[src/lcq_pkg.sv]
// Constants, types and template store for the label class-of-service qbin scheduler.
package lcq_pkg;

  localparam int NQ = 6;
  localparam int NCONN = 16;
  localparam int LBL_W = 4;
  localparam int PAY_W = 32;
  localparam int QDEPTH = 4;
  localparam int QAW = 2;
  localparam int QCW = 3;
  localparam int WT_W = 7;

  localparam logic [3:0] QBIN_BASE = 4'ha;

  localparam logic [7:0] ADDR_CTRL = 8'h00;
  localparam logic [7:0] ADDR_STATUS = 8'h04;
  localparam logic [7:0] ADDR_DROPS = 8'h08;
  localparam logic [7:0] ADDR_CONN = 8'h0c;
  localparam logic [7:0] ADDR_QSEL = 8'h10;
  localparam logic [7:0] ADDR_QCFG = 8'h14;

  localparam int CONN_LABEL_LSB = 16;
  localparam int CONN_SETUP_BIT = 31;
  localparam int QCFG_MAX_LSB = 0;
  localparam int QCFG_CLPHI_LSB = 4;
  localparam int QCFG_CLPLO_LSB = 8;
  localparam int QCFG_EFCI_LSB = 12;
  localparam int QCFG_EPD_LSB = 16;
  localparam int QCFG_WT_LSB = 24;
  localparam int STATUS_NONEMPTY_LSB = 8;
  localparam int STATUS_BLOCK_LSB = 16;

  localparam logic [15:0] SVC_NULL = 16'h0000;
  localparam logic [15:0] SVC_DEFAULT = 16'h0001;
  localparam logic [15:0] SVC_SIGNAL = 16'h0002;
  localparam logic [15:0] SVC_LABEL_BASE = 16'h0200;
  localparam logic [15:0] SVC_LABEL_LAST = 16'h0207;
  localparam logic [15:0] SVC_LABEL_ABR = 16'h0210;

  localparam logic [2:0] QI_SIGNAL = 3'h0;
  localparam logic [2:0] QI_DEFAULT = 3'h3;
  localparam logic [2:0] QI_ABR = 3'h4;

  localparam logic [WT_W-1:0] WT_MAX = 7'h64;
  localparam logic [WT_W-1:0] WT_CLS0 = 7'h32;
  localparam logic [WT_W-1:0] WT_CLS1 = 7'h32;
  localparam logic [WT_W-1:0] WT_CLS2 = 7'h00;
  localparam logic [WT_W-1:0] WT_CLS3 = 7'h01;
  localparam logic [WT_W-1:0] WT_OTHER = 7'h01;

  localparam logic [QCW-1:0] TH_MAX = 3'h4;
  localparam logic [QCW-1:0] TH_CLPHI = 3'h3;
  localparam logic [QCW-1:0] TH_CLPLO = 3'h1;
  localparam logic [QCW-1:0] TH_EFCI = 3'h2;
  localparam logic [QCW-1:0] TH_EPD = 3'h4;

  typedef struct packed {
    logic [LBL_W-1:0] label;
    logic clp;
    logic [PAY_W-1:0] payload;
  } lcq_cell_t;

  typedef struct packed {
    logic [LBL_W-1:0] label;
    logic clp;
    logic efci;
    logic [3:0] qbin;
    logic [PAY_W-1:0] payload;
  } lcq_out_cell_t;

  typedef struct packed {
    logic [QCW-1:0] max_th;
    logic [QCW-1:0] clphi_th;
    logic [QCW-1:0] clplo_th;
    logic [QCW-1:0] efci_th;
    logic [QCW-1:0] epd_th;
    logic [WT_W-1:0] weight;
  } lcq_qcfg_t;

  typedef struct packed {
    logic valid;
    logic [2:0] qidx;
    logic police;
  } lcq_conn_t;

  typedef struct packed {
    logic [7:0] paddr;
    logic psel;
    logic penable;
    logic pwrite;
    logic [31:0] pwdata;
  } lcq_apb_req_t;

  typedef struct packed {
    logic [31:0] prdata;
    logic pready;
    logic pslverr;
  } lcq_apb_rsp_t;

  // Template store: service type in, per-connection parameters and qbin index out.
  function automatic lcq_conn_t lcq_template(input logic [15:0] svc);
    lcq_conn_t t;
    t = '0;
    if (svc == SVC_DEFAULT) begin
      t = '{valid: 1'b1, qidx: QI_DEFAULT, police: 1'b1};
    end else if (svc == SVC_SIGNAL) begin
      t = '{valid: 1'b1, qidx: QI_SIGNAL, police: 1'b0};
    end else if (svc >= SVC_LABEL_BASE && svc <= SVC_LABEL_LAST) begin
      t = '{valid: 1'b1, qidx: {1'b0, svc[1:0]}, police: 1'b0};
    end else if (svc == SVC_LABEL_ABR) begin
      t = '{valid: 1'b1, qidx: QI_ABR, police: 1'b0};
    end
    return t;
  endfunction

  function automatic lcq_qcfg_t lcq_default_qcfg(input logic [2:0] qi);
    lcq_qcfg_t c;
    c.max_th = TH_MAX;
    c.clphi_th = TH_CLPHI;
    c.clplo_th = TH_CLPLO;
    c.efci_th = TH_EFCI;
    c.epd_th = TH_EPD;
    case (qi)
      3'h0: c.weight = WT_CLS0;
      3'h1: c.weight = WT_CLS1;
      3'h2: c.weight = WT_CLS2;
      3'h3: c.weight = WT_CLS3;
      default: c.weight = WT_OTHER;
    endcase
    return c;
  endfunction

endpackage

[src/lcq_scheduler.sv]
// Label class-of-service classifier, qbins 10 to 15 and weighted scheduler with APB registers.
//
// Operation
// - Label traffic uses only qbins 10 to 15.
// - Qbins 0 to 9 never receive label cells.
// - Label cos 0-7 map to qbin 10 plus class mod 4.
// - Label ABR type goes to qbin 14.
// - Default to 13, signaling to 10, null invalid.
// - Activating interface assigns default label template.
// - Setup indexes template store by service type.
// - Template holds per-connection and qbin groups.
// - Qbin config: max, clp hi/lo, efci, epd, weight.
// - Each cell looked up by its label.
// - Qbins buffer cells, served as bandwidth allows.
// - Bandwidth split by weight, unused share redistributed.
// - Default weights 50, 50, 0, 1.
// - Weights limited to 100.
// - Four label circuits per source-destination pair.
// - Templates loaded when interface first configured.
// - CLP bit splits each class in two.
//
// Added by the designer: the APB register port and the placing of the registers.
`timescale 1ns/1ps
`default_nettype none

module lcq_scheduler
  import lcq_pkg::*;
(
  input wire logic core_clk_i,
  input wire logic rst_i,
  input wire lcq_apb_req_t apb_req_i,
  output lcq_apb_rsp_t apb_rsp_o,
  input wire logic cell_in_valid_i,
  input wire lcq_cell_t cell_in_i,
  output logic cell_in_ready_o,
  output logic cell_out_valid_o,
  input wire logic cell_out_ready_i,
  output lcq_out_cell_t cell_out_o
);

  typedef struct packed {
    logic active;
    logic [31:0] prdata;
    logic [2:0] qsel;
    logic [15:0] drops;
    logic [31:0] conn_result;
    lcq_qcfg_t [NQ-1:0] qcfg;
    lcq_conn_t [NCONN-1:0] conn;
    lcq_cell_t [NQ-1:0][QDEPTH-1:0] mem;
    logic [NQ-1:0][QAW-1:0] rd_ptr;
    logic [NQ-1:0][QAW-1:0] wr_ptr;
    logic [NQ-1:0][QCW-1:0] cnt;
    logic [NQ-1:0] clp_block;
    logic [NQ-1:0][WT_W-1:0] credit;
    logic [2:0] rr;
    logic out_valid;
    lcq_out_cell_t out_cell;
  } lcq_state_t;

  lcq_state_t st;
  lcq_state_t next_st;

  logic apb_setup;
  logic apb_write;
  logic addr_hit;

  // Register map, one aligned 32-bit word per register:
  // Control at 0x00 holds the active bit; a write of 1 while idle loads the defaults.
  // Status at 0x04 shows active in bit 0, qbin backlog in 13:8 and CLP discard in 21:16.
  // The drop counter at 0x08 is 16 bits wide, saturates, and clears on any write.
  // Connection at 0x0c takes the type in 15:0, the label in 19:16 and set-up in bit 31.
  // Its read returns the last result as valid, qbin index and policing bits.
  // Qbin select at 0x10 names qbin 10 to 15 as index 0 to 5.
  // Qbin config at 0x14 holds the thresholds in 3-bit fields and the weight from bit 24.
  // Unmapped offsets answer with an error in the access cycle and change nothing.
  // The slave answers in the first access cycle; read data was captured in setup.
  assign apb_setup = apb_req_i.psel && !apb_req_i.penable;
  assign apb_write = apb_req_i.psel && apb_req_i.penable && apb_req_i.pwrite;
  assign addr_hit = (apb_req_i.paddr == ADDR_CTRL) || (apb_req_i.paddr == ADDR_STATUS) ||
                    (apb_req_i.paddr == ADDR_DROPS) || (apb_req_i.paddr == ADDR_CONN) ||
                    (apb_req_i.paddr == ADDR_QSEL) || (apb_req_i.paddr == ADDR_QCFG);

  assign apb_rsp_o.prdata = st.prdata;
  assign apb_rsp_o.pready = 1'b1;
  assign apb_rsp_o.pslverr = apb_req_i.psel && apb_req_i.penable && !addr_hit;

  // The output stage holds one cell until the sink takes it; the next cell is
  // loaded only in a cycle in which that slot frees.
  // Overflow is handled by discard, so the input never back-pressures.
  assign cell_in_ready_o = !rst_i;
  assign cell_out_valid_o = st.out_valid;
  assign cell_out_o = st.out_cell;

  function automatic logic [WT_W-1:0] clamp_weight(input logic [7:0] w);
    if (w > {1'b0, WT_MAX}) begin
      return WT_MAX;
    end
    return w[WT_W-1:0];
  endfunction

  // Default weight of one qbin, taken from its default configuration.
  function automatic logic [WT_W-1:0] default_weight(input logic [2:0] qi);
    lcq_qcfg_t c;
    c = lcq_default_qcfg(qi);
    return c.weight;
  endfunction

  always_comb begin
    lcq_conn_t ce;
    lcq_conn_t tmpl;
    logic [2:0] q;
    logic [2:0] pick;
    logic [2:0] idx;
    logic eff_clp;
    logic drop;
    logic found;
    logic deq;
    logic enq;
    logic slot_free;
    logic [NQ-1:0] nonempty;
    logic [NQ-1:0] elig;
    logic [NQ-1:0][QCW-1:0] cnt_now;
    lcq_cell_t head;
    logic [31:0] rd;
    ce = '0;
    tmpl = '0;
    q = '0;
    pick = '0;
    idx = '0;
    eff_clp = 1'b0;
    drop = 1'b0;
    found = 1'b0;
    deq = 1'b0;
    enq = 1'b0;
    slot_free = 1'b0;
    nonempty = '0;
    elig = '0;
    head = '0;
    rd = '0;
    next_st = st;
    cnt_now = st.cnt;

    // Register writes.
    if (apb_write) begin
      case (apb_req_i.paddr)
        ADDR_CTRL: begin
          if (apb_req_i.pwdata[0] && !st.active) begin
            // Port or trunk brought up: the default label template and its qbin
            // settings are loaded into the port logic.
            for (int i = 0; i < NQ; i++) begin
              next_st.qcfg[i] = lcq_default_qcfg(3'(i));
              next_st.credit[i] = default_weight(3'(i));
            end
          end
          next_st.active = apb_req_i.pwdata[0];
        end
        ADDR_DROPS: begin
          next_st.drops = '0;
        end
        ADDR_CONN: begin
          // The template store maps each service type to its qbin and policing;
          // every label carries its own type, so sibling circuits may differ.
          tmpl = lcq_template(apb_req_i.pwdata[15:0]);
          idx = '0;
          if (!st.active) begin
            next_st.conn_result = '0;
          end else if (apb_req_i.pwdata[CONN_SETUP_BIT]) begin
            // Setup completes only with a valid template; null and unknown
            // types leave the label unbound.
            next_st.conn[apb_req_i.pwdata[CONN_LABEL_LSB +: LBL_W]] = tmpl;
            next_st.conn_result = {27'h0, tmpl};
          end else begin
            next_st.conn[apb_req_i.pwdata[CONN_LABEL_LSB +: LBL_W]] = '0;
            next_st.conn_result = '0;
          end
        end
        ADDR_QSEL: begin
          // Out-of-range selects are ignored, so the config window always names a qbin.
          if (apb_req_i.pwdata[2:0] < 3'(NQ)) begin
            next_st.qsel = apb_req_i.pwdata[2:0];
          end
        end
        ADDR_QCFG: begin
          next_st.qcfg[st.qsel].max_th = apb_req_i.pwdata[QCFG_MAX_LSB +: QCW];
          next_st.qcfg[st.qsel].clphi_th = apb_req_i.pwdata[QCFG_CLPHI_LSB +: QCW];
          next_st.qcfg[st.qsel].clplo_th = apb_req_i.pwdata[QCFG_CLPLO_LSB +: QCW];
          next_st.qcfg[st.qsel].efci_th = apb_req_i.pwdata[QCFG_EFCI_LSB +: QCW];
          next_st.qcfg[st.qsel].epd_th = apb_req_i.pwdata[QCFG_EPD_LSB +: QCW];
          next_st.qcfg[st.qsel].weight =
            clamp_weight(apb_req_i.pwdata[QCFG_WT_LSB +: 8]);
        end
        default: begin
        end
      endcase
    end

    // A backlogged qbin with credit left is eligible; backlog alone counts once no backlogged qbin has credit.
    for (int i = 0; i < NQ; i++) begin
      nonempty[i] = st.cnt[i] != '0;
      elig[i] = nonempty[i] && (st.credit[i] != '0);
    end

    // Scheduler: weighted round robin over qbins 10 to 15. A qbin with credit
    // left goes first; when no backlogged qbin has credit, credits reload and any backlogged
    // qbin may send, so a share left idle flows to the others.
    // A qbin of weight 0 sends only when every backlogged peer has spent its
    // credit, so it may starve behind busy ones.
    slot_free = !st.out_valid || cell_out_ready_i;
    if (slot_free) begin
      next_st.out_valid = 1'b0;
    end
    if (slot_free && (nonempty != '0)) begin
      found = 1'b0;
      for (int k = 1; k <= NQ; k++) begin
        idx = 3'((32'(st.rr) + 32'(k)) % NQ);
        if (!found && elig[idx]) begin
          found = 1'b1;
          pick = idx;
        end
      end
      if (!found) begin
        for (int i = 0; i < NQ; i++) begin
          next_st.credit[i] = st.qcfg[i].weight;
        end
        for (int k = 1; k <= NQ; k++) begin
          idx = 3'((32'(st.rr) + 32'(k)) % NQ);
          if (!found && nonempty[idx]) begin
            found = 1'b1;
            pick = idx;
          end
        end
      end
      deq = found;
    end
    // Ring pointers wrap at the qbin depth by their own width, so no compare is
    // needed; the count alone tells full from empty.
    if (deq) begin
      head = st.mem[pick][st.rd_ptr[pick]];
      if (next_st.credit[pick] != '0) begin
        next_st.credit[pick] = next_st.credit[pick] - 1'b1;
      end
      next_st.rr = pick;
      next_st.rd_ptr[pick] = st.rd_ptr[pick] + 1'b1;
      cnt_now[pick] = st.cnt[pick] - 1'b1;
      next_st.out_valid = 1'b1;
      next_st.out_cell.label = head.label;
      next_st.out_cell.clp = head.clp;
      next_st.out_cell.payload = head.payload;
      // EFCI marks congestion from the depth seen at dequeue, this cell included.
      next_st.out_cell.efci = st.cnt[pick] >= st.qcfg[pick].efci_th;
      next_st.out_cell.qbin = QBIN_BASE + {1'b0, pick};
    end

    // Ingress classification and admission. Admission sees the count after this
    // cycle's dequeue, so a full qbin that sends a cell may take one in the same cycle.
    if (cell_in_valid_i && !rst_i) begin
      ce = st.conn[cell_in_i.label];
      q = ce.qidx;
      // Policed connections send every cell as low priority, first to go under CLP discard.
      eff_clp = cell_in_i.clp || ce.police;
      if (!st.active || !ce.valid) begin
        drop = 1'b1;
      end else if (cnt_now[q] >= st.qcfg[q].max_th ||
                   cnt_now[q] >= 3'(QDEPTH)) begin
        drop = 1'b1;
      end else if (eff_clp && st.clp_block[q]) begin
        drop = 1'b1;
      end else if (!eff_clp && cnt_now[q] >= st.qcfg[q].epd_th) begin
        drop = 1'b1;
      end
      enq = !drop;
      // A drop in the cycle of a clear write counts on top of the clear, so no
      // refused cell goes unrecorded.
      if (drop && next_st.drops != 16'hffff) begin
        next_st.drops = next_st.drops + 1'b1;
      end
    end
    // The cell stores its CLP after policing, so the output shows the priority
    // the qbin really applied.
    if (enq) begin
      next_st.mem[q][st.wr_ptr[q]] = '{label: cell_in_i.label, clp: eff_clp,
                                       payload: cell_in_i.payload};
      next_st.wr_ptr[q] = st.wr_ptr[q] + 1'b1;
      cnt_now[q] = cnt_now[q] + 1'b1;
    end

    // CLP discard engages at the high threshold and releases at the low one,
    // which keeps low-priority cells from flapping in and out near one level.
    for (int i = 0; i < NQ; i++) begin
      next_st.cnt[i] = cnt_now[i];
      if (cnt_now[i] >= st.qcfg[i].clphi_th) begin
        next_st.clp_block[i] = 1'b1;
      end else if (cnt_now[i] <= st.qcfg[i].clplo_th) begin
        next_st.clp_block[i] = 1'b0;
      end
    end

    // Read data is captured in the setup cycle and presented in the access cycle.
    if (apb_setup && !apb_req_i.pwrite) begin
      case (apb_req_i.paddr)
        ADDR_CTRL: rd = {31'h0, st.active};
        ADDR_STATUS: begin
          rd[0] = st.active;
          rd[STATUS_NONEMPTY_LSB +: NQ] = nonempty;
          rd[STATUS_BLOCK_LSB +: NQ] = st.clp_block;
        end
        ADDR_DROPS: rd = {16'h0, st.drops};
        ADDR_CONN: rd = st.conn_result;
        ADDR_QSEL: rd = {29'h0, st.qsel};
        ADDR_QCFG: begin
          rd[QCFG_MAX_LSB +: QCW] = st.qcfg[st.qsel].max_th;
          rd[QCFG_CLPHI_LSB +: QCW] = st.qcfg[st.qsel].clphi_th;
          rd[QCFG_CLPLO_LSB +: QCW] = st.qcfg[st.qsel].clplo_th;
          rd[QCFG_EFCI_LSB +: QCW] = st.qcfg[st.qsel].efci_th;
          rd[QCFG_EPD_LSB +: QCW] = st.qcfg[st.qsel].epd_th;
          rd[QCFG_WT_LSB +: WT_W] = st.qcfg[st.qsel].weight;
        end
        default: rd = '0;
      endcase
      next_st.prdata = rd;
    end
  end

  // Reset restores the default weights and thresholds, so the qbins are sane
  // even before the interface is first brought up.
  always_ff @(posedge core_clk_i) begin
    if (rst_i) begin
      st <= '0;
      for (int i = 0; i < NQ; i++) begin
        st.qcfg[i] <= lcq_default_qcfg(3'(i));
        st.credit[i] <= default_weight(3'(i));
      end
    end else begin
      st <= next_st;
    end
  end

endmodule

`default_nettype wire

[config.mk]
export PLATFORM = sky130hd
export DESIGN_NAME = lcq_scheduler
export DESIGN_NICKNAME = d
export VERILOG_FILES = /design/src/lcq_pkg.sv /design/src/lcq_scheduler.sv
export SDC_FILE = /design/constraint.sdc
export NUM_CORES = 2
export LEC_CHECK = 0
export BUFFER_PORTS_ARGS = -buffer_cell sky130_fd_sc_hd__clkbuf_2
export CAP_MARGIN = 20
export CORE_MARGIN = 1
export CORE_UTILIZATION = 30
export CTS_CLUSTER_DIAMETER = 120
export DETAILED_ROUTE_END_ITERATION = 10
export PLACE_DENSITY = 0.52
export SETUP_SLACK_MARGIN = 0.05
export SYNTH_ARGS = -nofsm -noshare
export SYNTH_HDL_FRONTEND = slang
export SYNTH_SLANG_ARGS = --single-unit
[constraint.sdc]
create_clock -name core_clk_i -period 12.49 [get_ports core_clk_i]
set_clock_uncertainty 0.1 [all_clocks]
set_input_delay 3.1225 -clock core_clk_i [delete_from_list [all_inputs] [get_ports core_clk_i]]
set_output_delay 3.1225 -clock core_clk_i [all_outputs]
set_load 0.01 [all_outputs]
# Word-level counts from Yosys, hierarchy flattened
# Index checks and enable logic that the tools add are counted.
# word_totals
reg_bits,1320
input_bits,84
out_inout_bits,78
elab_cells,565
# classes
n_addsub,13
div,6
magnitude_cmp,39
n_eq_ne,10
mux,205
n_bitwise,2
reduce_logical,92
# op_table
cell,count
$bwmux W888,1
$bwmux W132,6
$bmux W148 S3,1
$demux W148 S3,1
$demux W22 S3,6
$mux W148,2
$pmux W132 S2,1
$mux W260,1
$mux W42,6
$mux W80,3
$bmux W22 S3,3
$mod A32 B3 Y32 const B,6
$mux W132,1
$mux W88,1
$and A80 B80 Y80,1
$bwmux W80,1
$not A80 Y80,1
$bmux W37 S2,1
$demux W37 S2,1
$mux W37,2
$mux W1,67
$mux W22,3
$mux W16,4
$mux W3,20
other kinds (69),227

# Depth between registers and ports, before layout
# depth
depth_word,77
ltp_mapped,45
mapped_depth_nobuf,36

# Worst setup path after synthesis
# No wires, ideal clock.
# synth_timing
path_kind,input -> register
startpoint,input cell_out_ready_i
endpoint,register st[89] (netlist bit)
setup_time_ps,132
arrival_ps,10677
required_time_ps,12258
slack_ps,1581
stages,35
n_path_buf,9
path_cell_list,inv_1 -> a22o_1 -> nor2_1 -> nand2_1 -> or4_1 -> clkbuf_1 -> nand3_1 -> buf_2 -> buf_2 -> clkbuf_1 -> clkbuf_1 -> buf_1 -> nand2_1 -> nand3_1 -> and2_1 -> inv_1 -> ha_1 -> and3_1 -> a221oi_1 -> a21o_1 -> buf_2 -> nand3_1 -> ha_1 -> a2111oi_0 -> o2111ai_1 -> clkbuf_1 -> nor3_1 -> and3_1 -> clkbuf_1 -> mux2_2 -> ha_1 -> nor2b_1 -> o21a_1 -> o211ai_1 -> a21oi_1
# synth_rtl
element,line_no,text
start: declaration,lcq_scheduler.sv:37,"input wire logic cell_out_ready_i,"
end signal: assignment,lcq_scheduler.sv:334,st <= next_st;
end: declaration,lcq_scheduler.sv:60,lcq_state_t st;

==> summary.md <==
| Metric | Value |
|---|---|
| Die height | 453 µm |
| Area of the die | 0.205 mm² |
| Crit path capture type | flop |
| Layout cells sized above 1 | 9.20% |
| Syn_area_per_cell | 7.70 µm² |
| CP peak stage delay | 0.69 ns |
| Post-synth cell types | 97 |
| GP Congestion | 0.901 |
| Tightest Pin Transition | 1.17 ns |
| Synth Instances | 7911 |
| Global Route Usage Sum | 22.0% |
| Sequential fraction of the synthesis area | 42.3% |
| Slowest-stage cell, CP | dfxtp_1 |
| Root Driver | clkbuf_16 |
| Commonest non-fill, non-tap cells in the layout | nand2_1 (2299), dfxtp_1 (1289), a21oi_1 (1043) |
| Max-cap violations | 0 |
| Initial antenna violation count | 16 |
| Post-CTS Setup Repair Bufs | 0 |
| Detail Route Antenna Nets | 0 |
| First-pass GRT wire length | 346000 µm |
| Starting Density | 30.2% |
| CTS Buffer Depth | 3 |
| Routed wire per std cell | 22.5 µm |
| Later-pin clock latency in the skew report | 0.80 ns |
| CTS Sinks | 1289 |
| Worst hold margin | 0.346 ns |
| Post-DP HPWL | 141000 µm |
| I/O pin count | 162 |
| CP required | 13.04 ns |
| RSZ-0062 raised after global routing | no |
| Final setup TNS | 0 ns |
| Final period utilization | 89.1% |
| Number of global-route vias before repair | 52989 |
| Worst setup path class | reg -> reg |
| Final wirelength | 234000 µm |
| CTS buffer count | 141 |
| Main flop type after synthesis | dfxtp_1 |
| Synth warnings | 0 |
| # setup viols final | 0 |
| TritonCTS clock tree | yes |
| Vias per Instance | 5.48 |
| Run status | completed |
| Filler instances | 21013 |
| Via count | 56986 |
| Max VDD drop | 0.354 mV |
| Startpoint types | flop |
| Htree depth | 4 |
| Port bufs | 153 |
| Pwr/cell area | 245 mW/mm² |
| Post-synth EDFFs | 0 |
| Hold buffer count at CTS | 0 |
| Hold Crit Class | reg -> reg |
| Yosys reg bits | 1289 |
| Cell Area, Synth | 0.0610 mm² |
| Max Slew Vio Count | 0 |
| Slew margin rel. | 21.8% |
| Remaining Overflow, GRT | 0 |
| Nets | 7758 |
| Place WS | 1.19 ns |
| Largest net degree at the start of global routing | 236 |
| Commonest non-fill, non-tap cell in the layout | nand2_1 |
| Pre-Repair DR Iteration Count | 6 |
| Most used cell, CP | ha_1 |
| Highest Clock Rate | 89.9 MHz |
| Post-synthesis async set-or-reset flop share | 0% |
| Std cell rows | 165 |
| Area Overhead vs Synth | 11.8% |
| DRC Markers | 0 |
| Final worst slack | 1.36 ns |
| Reg clk slew, reported paths | 0.06 ns |
| Chip width | 453 µm |
| Post_cts resized | 0 |
| Maximum fanout along the worst path | 39 |
| Initial DRC count | 6228 |
| Core area | 0.202 mm² |
| Hold Fails Final Rpt | 0 |
| Leakage | 24.3 nW |
| Critical path arrival | 11.68 ns |
| Post-layout min period | 11.13 ns |
==> final timing paths <==
| check | startpoint | to | slack, ns | cells past startpoint |
|---|---|---|---|---|
| worst max-delay path | st[45] | st[91] | 1.36 | 35 |
| worst min-delay path | st[1014] | st[1014] | 0.35 | 2 |
| worst max register to register | st[45] | st[91] | 1.36 | 35 |
| worst min register to register | st[1014] | st[1014] | 0.35 | 2 |
==> per-stage QoR <==
stage,instance area (µm²),total power [W],cells,utilization (%)
6_report,68100,0.0167,10395,33.7
5_1_grt,68100,0.0174,10389,33.7
4_1_cts,68100,0.0166,10385,33.7
3_5_place_dp,63100,0.0122,10130,31.2
3_3_place_gp,63100,0.0121,10128,31.2
2_1_floorplan,61000,0.00952,7913,-
==> Yosys cell counts (all sizes together) (6+ instances only) <==
master	instances	area (µm²)
nand2	2301	8640
dfxtp	1289	25800
a21oi	1045	5240
clkbuf	521	1960
nor2	426	1600
nand3	308	1540
mux2i	287	2870
buf	229	1380
a22oi	194	1460
a211oi	133	1010
o21ai	117	586
nor2b	98	613
o22ai	86	538
nor3	80	422
and3	75	469
ha	71	888
mux4	64	1440
inv	62	233
a31oi	59	369
o211ai	51	383
and2	39	244
a221o	38	380
nand4	32	231
nand2b	27	169
nor4	27	244
or3	23	144
mux2	22	248
o21a	20	150
a311oi	18	158
a221oi	16	140
a21o	12	90.1
and4	12	105
o31ai	10	80.1
o221ai	8	70.1
or2	8	50.1
nor3b	6	45.0
==> registers in the layout, summed over array words and instances, names as in the netlist <==
signal,flops
apb_rsp_o,29
cell_out_o,41
cell_out_valid_o,1
st,1218
==> metal layers <==
layer / global-route usage (%) / routed length [µm]
met1: 29.0 / 99200
met2: 35.4 / 108000
met4: 8.25 / 8040
met5: 0 / 98
met3: 4.38 / 18800
==> power by group <==
group | leakage, nW | switching (W) | internal (W)
clock | 2.43 | 0.00184 | 0.00260
sequential | 10.4 | 0.000111 | 0.00423
combinational | 11.5 | 0.00583 | 0.00210
total | 24.3 | 0.00778 | 0.00893
==> worst max-delay path, delay by kind of cell (launching register included) <==
family | cells | cell delay [ns]
adder cells (fa/ha/maj) | 5 | 1.67
AND/OR/NAND/NOR | 10 | 2.25
flip-flops | 1 | 0.69
AO/OA/AOI/OAI | 14 | 4.26
multiplexers | 2 | 0.84
buffers and inverters | 4 | 1.12
==> final cells by class <==
type	count	area (µm²)	area share (%)
antenna	8	20.0	0.0294
clock buffer	196	4060	5.96
clock inverter	59	866	1.27
inverter	64	243	0.356
multi-input combinational	5810	31800	46.7
sequential	1289	25800	37.9
tap	2672	3340	4.91
timing repair buffer	297	1950	2.86
==> cells by family after synthesis <==
family | count (synthesis) | synth area share, %
AND/OR/NAND/NOR | 3474 | 24.0
AO/OA/AOI/OAI | 1879 | 18.7
flip-flops | 1289 | 42.3
buffers and inverters | 814 | 5.87
multiplexers | 373 | 7.48
adder cells (fa/ha/maj) | 71 | 1.46
XOR/XNOR | 9 | 0.166
other | 2 | 0.0123
Power figures use the tool's default switching activity.
